--- src/rtl/sos_pkg.sv ---
/*
 * Package for the status output selector: register map, reset values,
 * selection codes and timing constants.
 * Assumes one 100 MHz control clock; no other file defines these names.
 */
package sos_pkg;

    // Register byte offsets on the AHB-Lite slave
    localparam logic [7:0] OFF_RELAY_SEL = 8'h00;
    localparam logic [7:0] OFF_DO_SEL = 8'h04;
    localparam logic [7:0] OFF_PULSE_FS = 8'h08;
    localparam logic [7:0] OFF_CFG_BASE = 8'h0C;
    localparam logic [7:0] OFF_STATUS = 8'h44;

    // Indices of the 16-bit threshold and range words from OFF_CFG_BASE
    localparam int CFG_COUNT = 14;
    localparam int CFG_FREQ_LOW = 0;
    localparam int CFG_FREQ_HIGH = 1;
    localparam int CFG_CUR_LOW = 2;
    localparam int CFG_CUR_HIGH = 3;
    localparam int CFG_FEEDBACK_WARN_LOW = 4;
    localparam int CFG_FEEDBACK_WARN_HIGH = 5;
    localparam int CFG_CUR_CEIL = 6;
    localparam int CFG_REF_MIN = 7;
    localparam int CFG_REF_MAX = 8;
    localparam int CFG_FB_MIN = 9;
    localparam int CFG_FB_MAX = 10;
    localparam int CFG_FREQ_MAX = 11;
    localparam int CFG_CUR_INV = 12;
    localparam int CFG_PWR_RATED = 13;

    // Field layout
    localparam int SEL_W = 5;
    localparam int FS_W = 14;
    localparam int VAL_W = 16;
    localparam int ST_RELAY_BIT = 0;
    localparam int ST_DO_BIT = 1;
    localparam int ST_THERM_BIT = 2;
    localparam int CW_RELAY_BIT = 11;
    localparam int CW_DO_BIT = 12;

    // Reset values
    localparam logic [SEL_W-1:0] SEL_RESET = 5'h00;
    localparam logic [FS_W-1:0] PULSE_FS_RESET = 14'h1388;
    localparam logic [VAL_W-1:0] CFG_RESET = 16'h0000;

    // Full-scale pulse frequency limits in Hz
    localparam logic [FS_W-1:0] PULSE_FS_MIN = 14'h0096;
    localparam logic [FS_W-1:0] PULSE_FS_MAX = 14'h2710;

    // Heatsink scaling in degrees C
    localparam logic [VAL_W-1:0] TEMP_ZERO_C = 16'h0014;
    localparam logic [VAL_W-1:0] TEMP_FULL_C = 16'h0064;

    // Clock rate and the half-period count used by the pulse accumulator
    localparam longint CLK_HZ = 100000000;
    localparam logic [25:0] HALF_CLK_HZ = 26'(CLK_HZ / 2);

    // Selection codes
    localparam logic [SEL_W-1:0] C_NONE = 5'h00;
    localparam logic [SEL_W-1:0] C_READY = 5'h01;
    localparam logic [SEL_W-1:0] C_ENABLE_NW = 5'h02;
    localparam logic [SEL_W-1:0] C_RUNNING = 5'h03;
    localparam logic [SEL_W-1:0] C_ON_REF_NW = 5'h04;
    localparam logic [SEL_W-1:0] C_RUN_NW = 5'h05;
    localparam logic [SEL_W-1:0] C_IN_RANGE_NW = 5'h06;
    localparam logic [SEL_W-1:0] C_PREP_LINE_OK = 5'h07;
    localparam logic [SEL_W-1:0] C_ALARM_WARN = 5'h08;
    localparam logic [SEL_W-1:0] C_CUR_CEIL = 5'h09;
    localparam logic [SEL_W-1:0] C_ALARM = 5'h0A;
    localparam logic [SEL_W-1:0] C_ABOVE_F_LOW = 5'h0B;
    localparam logic [SEL_W-1:0] C_BELOW_F_HIGH = 5'h0C;
    localparam logic [SEL_W-1:0] C_ABOVE_I_LOW = 5'h0D;
    localparam logic [SEL_W-1:0] C_BELOW_I_HIGH = 5'h0E;
    localparam logic [SEL_W-1:0] C_ABOVE_FEEDBACK_WARN_LOW = 5'h0F;
    localparam logic [SEL_W-1:0] C_BELOW_FEEDBACK_WARN_HIGH = 5'h10;
    localparam logic [SEL_W-1:0] C_FIELDBUS = 5'h11;
    localparam logic [SEL_W-1:0] C_REVERSE = 5'h12;
    localparam logic [SEL_W-1:0] C_THERMAL = 5'h13;
    localparam logic [SEL_W-1:0] C_LOCAL = 5'h14;
    localparam logic [SEL_W-1:0] C_PULSE_REF = 5'h15;
    localparam logic [SEL_W-1:0] C_F_OUTSIDE = 5'h16;
    localparam logic [SEL_W-1:0] C_I_OUTSIDE = 5'h17;
    localparam logic [SEL_W-1:0] C_FB_OUTSIDE = 5'h18;
    localparam logic [SEL_W-1:0] C_BRAKE = 5'h19;
    localparam logic [SEL_W-1:0] C_RELAY_CW = 5'h1A;
    localparam logic [SEL_W-1:0] C_PULSE_FB = 5'h1A;
    localparam logic [SEL_W-1:0] C_PULSE_FREQ = 5'h1B;
    localparam logic [SEL_W-1:0] C_PULSE_CUR = 5'h1C;
    localparam logic [SEL_W-1:0] C_PULSE_PWR = 5'h1D;
    localparam logic [SEL_W-1:0] C_PULSE_TEMP = 5'h1E;
    localparam logic [SEL_W-1:0] C_DO_CW = 5'h1F;

endpackage

--- src/rtl/sos_status_output_selector.sv ---
/*
 * Status output selector: picks one drive condition for the relay and one
 * condition or proportional pulse train for the 24 V digital output.
 * Assumes drive status and measured values come from logic on hclk; only
 * the thermistor pin is asynchronous. Registers sit on an AHB-Lite slave.
 */
// Decided for this implementation: register access over AHB-Lite and the register offsets.
//
// Summary of operation
// - Relay code 0 (reset default) keeps the relay open always.
// - Nonzero relay code closes contact while chosen condition is true.
// - Code 1: control supplied and drive ready.
// - Code 2: ready, no start command, no warning.
// - Code 3: start command present; code 5 also needs no warning.
// - Code 4: speed matches reference and no warning.
// - Code 7: ready, supplied, no control inputs, line voltage in limits.
// - Code 8: alarm or warning; code 10: alarm only.
// - Code 9: output current above the current ceiling.
// - Codes 11-14: frequency and current compared to low/high thresholds.
// - Codes 15, 16: feedback above low or below high threshold.
// - Codes 22-24: frequency, current, feedback outside their windows.
// - Code 18: active while rotating counter-clockwise.
// - Code 19: temperature limit exceeded or thermistor overtemperature.
// - Code 20: active in local operation.
// - Relay code 26 follows control word bit 11.
// - Code 17 only with fieldbus profile; code 25 drives the brake.
// - Digital output accepts codes 0-20 and 22-25 like the relay.
// - Digital output high while its selected status condition holds.
// - Code 21: pulses proportional to reference between min and max.
// - Codes 26-29: pulses from feedback, frequency, current, power.
// - Code 30: heatsink 20 to 100 C; code 31 follows bit 12.
// - Full-scale pulse frequency 150 to 10000 Hz, default 5000 Hz.
`timescale 1ns/1ps

module sos_status_output_selector (
    // Clock and reset
    input wire logic hclk,
    input wire logic hresetn,
    // AHB-Lite slave
    input wire logic hsel,
    input wire logic [7:0] haddr,
    input wire logic [1:0] htrans,
    input wire logic hwrite,
    input wire logic [2:0] hsize,
    input wire logic [31:0] hwdata,
    input wire logic hready,
    output logic [31:0] hrdata,
    output logic hreadyout,
    output logic hresp,
    // Drive condition flags, hclk domain
    input wire logic ctrl_supplied,
    input wire logic drive_ready,
    input wire logic start_cmd,
    input wire logic warning_active,
    input wire logic alarm_active,
    input wire logic speed_on_ref,
    input wire logic speed_in_range,
    input wire logic control_inputs_active,
    input wire logic line_voltage_ok,
    input wire logic rotate_ccw,
    input wire logic temp_limit_exceeded,
    input wire logic local_mode,
    input wire logic fieldbus_profile,
    input wire logic fieldbus_relay_bit,
    input wire logic external_brake_drive,
    input wire logic [15:0] ctrl_word,
    // Thermistor digital input pin, asynchronous
    input wire logic thermistor_pin,
    // Measured values, hclk domain
    input wire logic [15:0] out_freq,
    input wire logic [15:0] out_current,
    input wire logic [15:0] feedback_val,
    input wire logic [15:0] reference_val,
    input wire logic [15:0] out_power,
    input wire logic [7:0] heatsink_temp,
    // Status outputs
    output logic relay_out,
    output logic do_out
);

    logic [sos_pkg::SEL_W-1:0] relay_function_select_reg;
    logic [sos_pkg::SEL_W-1:0] do_function_select_reg;
    logic [sos_pkg::FS_W-1:0] pulse_output_full_scale_reg;
    logic [sos_pkg::VAL_W-1:0] cfg_reg [sos_pkg::CFG_COUNT];
    logic wr_pend_reg;
    logic [7:0] wr_addr_reg;
    logic [31:0] hrdata_reg;
    logic [31:0] rd_next;
    logic th_s1_reg, th_s2_reg, th_s3_reg, thermal_pin_reg;
    logic relay_reg, do_reg;
    logic relay_next, do_status_next;
    logic pulse_mode;
    logic [15:0] p_val, p_lo, p_hi, p_num, p_span;
    logic [43:0] acc_reg;
    logic [43:0] acc_sum, acc_limit;
    logic pulse_reg;
    logic [sos_pkg::FS_W-1:0] fs_clamped;
    localparam logic [25:0] HALF_CLK = sos_pkg::HALF_CLK_HZ;
    // Named thresholds for readability
    logic [15:0] f_low, f_high, i_low, i_high, feedback_warn_low, feedback_warn_high, i_ceil;
    assign f_low = cfg_reg[sos_pkg::CFG_FREQ_LOW];
    assign f_high = cfg_reg[sos_pkg::CFG_FREQ_HIGH];
    assign i_low = cfg_reg[sos_pkg::CFG_CUR_LOW];
    assign i_high = cfg_reg[sos_pkg::CFG_CUR_HIGH];
    assign feedback_warn_low = cfg_reg[sos_pkg::CFG_FEEDBACK_WARN_LOW];
    assign feedback_warn_high = cfg_reg[sos_pkg::CFG_FEEDBACK_WARN_HIGH];
    assign i_ceil = cfg_reg[sos_pkg::CFG_CUR_CEIL];
    // Zero wait states and OKAY only; both come from flip-flops
    always_ff @(posedge hclk or negedge hresetn) begin
        if (!hresetn) begin
            hreadyout <= 1'b0;
            hresp <= 1'b0;
        end else begin
            hreadyout <= 1'b1;
            hresp <= 1'b0;
        end
    end

    // Address phase capture for writes; data arrives one cycle later
    always_ff @(posedge hclk or negedge hresetn) begin
        if (!hresetn) begin
            wr_pend_reg <= 1'b0;
            wr_addr_reg <= 8'h00;
        end else begin
            wr_pend_reg <= hsel && hready && htrans[1] && hwrite;
            wr_addr_reg <= haddr;
        end
    end

    // Write value clamped into the legal full-scale range
    always_comb begin
        fs_clamped = hwdata[sos_pkg::FS_W-1:0];
        if (hwdata[31:sos_pkg::FS_W] != '0 || hwdata[sos_pkg::FS_W-1:0] > sos_pkg::PULSE_FS_MAX) begin
            fs_clamped = sos_pkg::PULSE_FS_MAX;
        end else if (hwdata[sos_pkg::FS_W-1:0] < sos_pkg::PULSE_FS_MIN) begin
            fs_clamped = sos_pkg::PULSE_FS_MIN;
        end
    end

    // Selector and full-scale registers; unmapped writes are dropped
    always_ff @(posedge hclk or negedge hresetn) begin
        if (!hresetn) begin
            relay_function_select_reg <= sos_pkg::SEL_RESET;
            do_function_select_reg <= sos_pkg::SEL_RESET;
            pulse_output_full_scale_reg <= sos_pkg::PULSE_FS_RESET;
        end else if (wr_pend_reg) begin
            if (wr_addr_reg == sos_pkg::OFF_RELAY_SEL) begin
                relay_function_select_reg <= hwdata[sos_pkg::SEL_W-1:0];
            end
            if (wr_addr_reg == sos_pkg::OFF_DO_SEL) begin
                do_function_select_reg <= hwdata[sos_pkg::SEL_W-1:0];
            end
            if (wr_addr_reg == sos_pkg::OFF_PULSE_FS) begin
                pulse_output_full_scale_reg <= fs_clamped;
            end
        end
    end

    // One threshold or range word per entry
    generate
        for (genvar i = 0; i < sos_pkg::CFG_COUNT; i++) begin : g_cfg
            localparam logic [7:0] CFG_OFF = 8'(sos_pkg::OFF_CFG_BASE + 4 * i);
            always_ff @(posedge hclk or negedge hresetn) begin
                if (!hresetn) begin
                    cfg_reg[i] <= sos_pkg::CFG_RESET;
                end else if (wr_pend_reg && wr_addr_reg == CFG_OFF) begin
                    cfg_reg[i] <= hwdata[sos_pkg::VAL_W-1:0];
                end
            end
        end
    endgenerate

    // Read mux; unmapped addresses read as zero
    always_comb begin
        rd_next = 32'h0000_0000;
        case (haddr)
            sos_pkg::OFF_RELAY_SEL: rd_next = {27'h0, relay_function_select_reg};
            sos_pkg::OFF_DO_SEL: rd_next = {27'h0, do_function_select_reg};
            sos_pkg::OFF_PULSE_FS: rd_next = {18'h0, pulse_output_full_scale_reg};
            sos_pkg::OFF_STATUS: rd_next = {29'h0, thermal_pin_reg, do_reg, relay_reg};
            default: begin
                if (haddr >= sos_pkg::OFF_CFG_BASE && haddr < sos_pkg::OFF_STATUS && haddr[1:0] == 2'b00) begin
                    rd_next = {16'h0, cfg_reg[4'((haddr - sos_pkg::OFF_CFG_BASE) >> 2)]};
                end
            end
        endcase
    end

    // Read data registered at the address phase edge
    always_ff @(posedge hclk or negedge hresetn) begin
        if (!hresetn) begin
            hrdata_reg <= 32'h0000_0000;
        end else if (hsel && hready && htrans[1] && !hwrite) begin
            hrdata_reg <= rd_next;
        end
    end
    assign hrdata = hrdata_reg;

    // Thermistor pin: three stages, change accepted when stages 2 and 3 agree
    always_ff @(posedge hclk or negedge hresetn) begin
        if (!hresetn) begin
            th_s1_reg <= 1'b0;
            th_s2_reg <= 1'b0;
            th_s3_reg <= 1'b0;
            thermal_pin_reg <= 1'b0;
        end else begin
            th_s1_reg <= thermistor_pin;
            th_s2_reg <= th_s1_reg;
            th_s3_reg <= th_s2_reg;
            if (th_s2_reg == th_s3_reg) begin
                thermal_pin_reg <= th_s3_reg;
            end
        end
    end

    // Status condition for one code, strict comparisons throughout
    function automatic logic status_cond(input logic [sos_pkg::SEL_W-1:0] code);
        logic r;
        r = 1'b0;
        case (code)
            sos_pkg::C_READY: r = ctrl_supplied && drive_ready;
            sos_pkg::C_ENABLE_NW: r = drive_ready && !start_cmd && !warning_active;
            sos_pkg::C_RUNNING: r = start_cmd;
            sos_pkg::C_ON_REF_NW: r = speed_on_ref && !warning_active;
            sos_pkg::C_RUN_NW: r = start_cmd && !warning_active;
            sos_pkg::C_IN_RANGE_NW: r = start_cmd && speed_in_range && !warning_active;
            sos_pkg::C_PREP_LINE_OK: begin
                r = drive_ready && ctrl_supplied && !control_inputs_active && line_voltage_ok;
            end
            sos_pkg::C_ALARM_WARN: r = alarm_active || warning_active;
            sos_pkg::C_CUR_CEIL: r = out_current > i_ceil;
            sos_pkg::C_ALARM: r = alarm_active;
            sos_pkg::C_ABOVE_F_LOW: r = out_freq > f_low;
            sos_pkg::C_BELOW_F_HIGH: r = out_freq < f_high;
            sos_pkg::C_ABOVE_I_LOW: r = out_current > i_low;
            sos_pkg::C_BELOW_I_HIGH: r = out_current < i_high;
            sos_pkg::C_ABOVE_FEEDBACK_WARN_LOW: r = feedback_val > feedback_warn_low;
            sos_pkg::C_BELOW_FEEDBACK_WARN_HIGH: r = feedback_val < feedback_warn_high;
            sos_pkg::C_FIELDBUS: r = fieldbus_profile && fieldbus_relay_bit;
            sos_pkg::C_REVERSE: r = rotate_ccw;
            sos_pkg::C_THERMAL: r = temp_limit_exceeded || thermal_pin_reg;
            sos_pkg::C_LOCAL: r = local_mode;
            sos_pkg::C_F_OUTSIDE: r = out_freq < f_low || out_freq > f_high;
            sos_pkg::C_I_OUTSIDE: r = out_current < i_low || out_current > i_high;
            sos_pkg::C_FB_OUTSIDE: r = feedback_val < feedback_warn_low || feedback_val > feedback_warn_high;
            sos_pkg::C_BRAKE: r = external_brake_drive;
            default: r = 1'b0;
        endcase
        return r;
    endfunction
    // Relay: code 0 and unknown codes keep the contact open
    always_comb begin
        if (relay_function_select_reg == sos_pkg::C_RELAY_CW) begin
            relay_next = ctrl_word[sos_pkg::CW_RELAY_BIT];
        end else begin
            relay_next = status_cond(relay_function_select_reg);
        end
    end
    // Digital output status; codes 21, 26-31 handled apart; a process, so flags read in the function wake it
    always_comb begin
        do_status_next = status_cond(do_function_select_reg);
    end
    // Pulse source and its scaling range
    always_comb begin
        pulse_mode = 1'b1;
        p_val = reference_val;
        p_lo = cfg_reg[sos_pkg::CFG_REF_MIN];
        p_hi = cfg_reg[sos_pkg::CFG_REF_MAX];
        case (do_function_select_reg)
            sos_pkg::C_PULSE_REF: p_val = reference_val;
            sos_pkg::C_PULSE_FB: begin
                p_val = feedback_val;
                p_lo = cfg_reg[sos_pkg::CFG_FB_MIN];
                p_hi = cfg_reg[sos_pkg::CFG_FB_MAX];
            end
            sos_pkg::C_PULSE_FREQ: begin
                p_val = out_freq;
                p_lo = 16'h0000;
                p_hi = cfg_reg[sos_pkg::CFG_FREQ_MAX];
            end
            sos_pkg::C_PULSE_CUR: begin
                p_val = out_current;
                p_lo = 16'h0000;
                p_hi = cfg_reg[sos_pkg::CFG_CUR_INV];
            end
            sos_pkg::C_PULSE_PWR: begin
                p_val = out_power;
                p_lo = 16'h0000;
                p_hi = cfg_reg[sos_pkg::CFG_PWR_RATED];
            end
            sos_pkg::C_PULSE_TEMP: begin
                p_val = {8'h00, heatsink_temp};
                p_lo = sos_pkg::TEMP_ZERO_C;
                p_hi = sos_pkg::TEMP_FULL_C;
            end
            default: pulse_mode = 1'b0;
        endcase
    end
    // Clamp into the range; an empty range gives no pulses at all
    always_comb begin
        p_span = (p_hi > p_lo) ? p_hi - p_lo : 16'h0000;
        if (p_span == 16'h0000 || p_val <= p_lo) begin
            p_num = 16'h0000;
        end else if (p_val >= p_hi) begin
            p_num = p_span;
        end else begin
            p_num = p_val - p_lo;
        end
        acc_sum = acc_reg + 44'(p_num) * 44'(pulse_output_full_scale_reg);
        acc_limit = 44'(p_span) * 44'(HALF_CLK); // Widened first so the products cannot wrap
    end
    // Phase accumulator avoids a divider: toggles at num*fs/span Hz * 2
    always_ff @(posedge hclk or negedge hresetn) begin
        if (!hresetn) begin
            acc_reg <= 44'h000_0000_0000;
            pulse_reg <= 1'b0;
        end else if (!pulse_mode || p_span == 16'h0000) begin
            acc_reg <= 44'h000_0000_0000;
            pulse_reg <= 1'b0;
        end else if (acc_sum >= acc_limit) begin
            acc_reg <= acc_sum - acc_limit;
            pulse_reg <= !pulse_reg;
        end else begin
            acc_reg <= acc_sum;
        end
    end

    // Output flops; pulse path adds one stage behind the toggle flop
    always_ff @(posedge hclk or negedge hresetn) begin
        if (!hresetn) begin
            relay_reg <= 1'b0;
            do_reg <= 1'b0;
        end else begin
            relay_reg <= relay_next;
            if (do_function_select_reg == sos_pkg::C_DO_CW) begin
                do_reg <= ctrl_word[sos_pkg::CW_DO_BIT];
            end else if (pulse_mode) begin
                do_reg <= pulse_reg;
            end else begin
                do_reg <= do_status_next;
            end
        end
    end
    assign relay_out = relay_reg;
    assign do_out = do_reg;
endmodule

--- config.mk ---
export PLATFORM = sky130hd
export DESIGN_NAME = sos_status_output_selector
export DESIGN_NICKNAME = d
export VERILOG_FILES = /design/src/rtl/sos_pkg.sv /design/src/rtl/sos_status_output_selector.sv
export SDC_FILE = /design/constraint.sdc
export NUM_CORES = 2
export LEC_CHECK = 0
export BUFFER_PORTS_ARGS = -buffer_cell sky130_fd_sc_hd__buf_2
export CAP_MARGIN = 20
export CORE_MARGIN = 3
export CORE_UTILIZATION = 51
export CTS_CLUSTER_SIZE = 40
export DETAILED_ROUTE_END_ITERATION = 6
export PLACE_DENSITY = 0.69
export REMOVE_ABC_BUFFERS = 1
export SKIP_CTS_REPAIR_TIMING = 1
export SYNTH_ARGS = -nofsm -noshare
export SYNTH_HDL_FRONTEND = slang
export SYNTH_SLANG_ARGS = --single-unit
--- constraint.sdc ---
create_clock -name hclk -period 13.8 [get_ports hclk]
set_input_delay 2.76 -clock hclk [delete_from_list [all_inputs] [get_ports hclk]]
set_output_delay 2.76 -clock hclk [all_outputs]
set_load 0.01 [all_outputs]
==> impl_results.md <==
* Outcome: complete, no violations
* Part of the cycle the worst path needs at 0.994
* Final slew viol count at 0
* R2R setup slack at between 0.3 and 0.4 ns
* Placeable core region at 72100 um^2
* Synth warn at 0
* Combined area of all synthesized cells at approximately 37000 um^2
* First-pass GRT wire length at roughly 180 mm
* Pin count of the biggest net entering global routing at 80
* Mean number of vias per cell at around 5.9
* Critical path startpoint category: input pin
* Number of synthesized flops with an enable pin at 0
* Count of endpoints failing setup in the final report at 0
* Horizontal extent of the die at 277 um
* Number of antenna diodes at 0
* Timing-limited maximum frequency at 72.9 MHz
* Hpwl dp at 92.4 mm
* Worst setup skew after layout at around 0.042 ns
* Per-instance average area after synthesis at ~9.5 um^2
* Sink count of the clock tree at around 330
* Biggest area consumer among synthesized cells: dfrtp_1
* Initial DRC Count at approximately 2600
* Count of pins on the block boundary at 206
* # nets final at around 5400
* Final WL at 116 mm
* Fraction of the mapped netlist area in simple logic gates at 0.134
* Worst Setup End Kind: flip-flop
* Top cells by instance count after synthesis: inv_1 (514), ha_1 (415), nand2_1 (322)
* Post-synthesis share of cell area spent on xor and xnor gates at 0.0269
* Average wire per cell in the routed design at 21.3 um
* Port Buffers at 170
* Via count of the first global-routing pass at ~32000
* Worst-path maximum fanout at 7
* Longest Clk Path Bufs at 3
* Die span in y at between 200 and 300 um
* Clock-pin slew on the worst setup and hold paths at 0.06 ns
* Register area share after synthesis at 0.218
* Fraction of layout cells with a size suffix above 1 at 0.238
* Post-route core utilization at 0.614
* Main combinational cell family by area after synthesis: adder cells
* Final Hold Fails at 0
* Router iterations before antenna repair at 7
* Synth top area share at 0.214
* Most instantiated library cell after synthesis: inv_1
* Antenna violations before repair at 1
* Arrival time at the worst endpoint at 14.20 ns
* Actual slew at the worst max-slew pin at 1.13 ns
* Slowest cell on the critical path: o41a_1
* Layout overhead on the synthesized area at 18.4%
* Instance count of the mapped netlist at a little under 4000
* Start-to-end type of the worst setup path: input pin to flip-flop
* Worst skew pair latency at 0.60 ns
* Worst slew slack as a fraction of its limit at 0.242
* Max cap viols at 0
* Top FF cell, synth: dfrtp_1
* Hold/Removal Path Class: flip-flop to flip-flop
* Number of buffers created by CTS at 41
* Worst path required time at roughly 14 ns
* Unrepaired setup endpoints after global routing: yes
* Total number of vias at 31988
* Time the final worst path needs with I/O delays and setup at 13.71 ns
* Post-detailed-route DRC marker count at 0
* Weighted congestion at the end of routability-driven global placement at slightly below 1
* Share of synthesized registers carrying an async set or reset at 1.00
* CTS Root Buffer Type: clkbuf_16
* CTS tree: done
* Post-detailed-route count of antenna-violating nets at 0
* Total congestion overflow at 0
* Fraction of synthesized area in multiplexers at 0.100
* Fraction of the mapped netlist area in compound gates at 0.143
* Unique cell type count in the Yosys netlist at around 100
* Number of placed instances, taps included at around 5400
* Main area contributors after synthesis: dfrtp_1 (21%), fa_1 (16%), ha_1 (14%)
* Final standard cell count with taps included and fillers excluded at 5456
* Initial cell density of the core at 0.519
* H-tree level count at 2
* Flops & latches, synth at ~330
* Synthesized-area fraction occupied by adder cells at 0.302
* Worst path max stage delay at 0.55 ns
* Total die area at around 77000 um^2
* Aggregate global-route resource usage at 0.297
* Row count at 98
* Flip-flop count of the largest register after layout at approximately 110
kinds of logic (layout without fill, tap and decap cells):
group | Yosys count | count (layout)
other cells | 2 | 18
mux | 293 | 293
simple gates | 1010 | 1010
xor+xnor | 115 | 115
buf+inv | 705 | 1244
compound gates | 780 | 780
fa+ha+maj | 721 | 721
flops | 325 | 325
layout make-up:
class / count / area, um^2
Clock buffer: 55 / 1170
Inverter: 514 / 1930
Timing Repair Buffer: 654 / 4700
Fill cell: 6106 / 27800
Multi-Input combinational cell: 2937 / 26900
Sequential cell: 325 / 8140
Tap cell: 950 / 1190
Clock inverter: 21 / 303
critical path: cells and delay by family:
family	cells	cell delay [ns]
fa+ha+maj	9	3.94
compound gates	19	3.41
simple gates	11	2.02
buf+inv	15	1.71
mux	1	0.16
xor+xnor	1	0.16
worst paths after layout:
kind,from,endpoint,cells past startpoint
max in group asynchronous,hresetn,thermal_pin_reg,4
worst min register to register,th_s1_reg,th_s2_reg,0
worst max-delay path,heatsink_temp[2],acc_reg[24],56
worst min-delay path,th_s1_reg,th_s2_reg,0
worst max register to register,do_function_select_reg[1],acc_reg[24],59
min in group asynchronous,hresetn,acc_reg[37],1
through the flow:
stage / setup slack, ns / setup TNS (ns) / hold WS, ns / instance area [um^2]
after global placement: -0.722 / -24.83 / 0.336 / 42200
final: 0.0873 / 0 / 0.352 / 44300
after global routing: -0.341 / -4.48 / 0.375 / 44300
after floorplan: -3.77 / -128.68 / 0.331 / 36500
after detailed placement: -0.835 / -29.08 / 0.343 / 42200
after CTS: -0.307 / -7.51 / 0.356 / 43700
per-layer routing:
layer	share of wire	vias up	global-route usage
met5	0	-	0
met3	0.062	264	0.0358
met1	0.41	15768	0.392
met4	0.042	0	0.109
met2	0.48	1262	0.502
li1	-	14694	-
cells in the final DEF (no fill, tap or decap), types with 12 or more instances in the layout:
cell and count:
xnor2_1 73, buf_2 168, o211ai_1 17, a221o_1 16
ha_1 412, a31oi_1 31, or3_1 18, buf_4 466
nand3_1 103, inv_1 514, conb_1 18, o21bai_1 18
a21oi_1 134, a22oi_1 74, clkbuf_16 45, dfrtp_1 320
nor2_1 172, mux2i_1 67, a211oi_1 24, and2_1 64
nand4_1 40, nor3_1 89, o21a_1 44, fa_1 303
nor4_1 12, nor2b_1 34, nand2_1 320, mux4_2 48
nand2b_1 39, xor2_1 38, and3_1 46, mux2_2 176
a21oi_2 14, o21ai_0 162, a21o_1 94
Power is left out: the tool's default activity adds up to more than one toggle a clock period on the data nets, which glitch-free logic cannot reach.
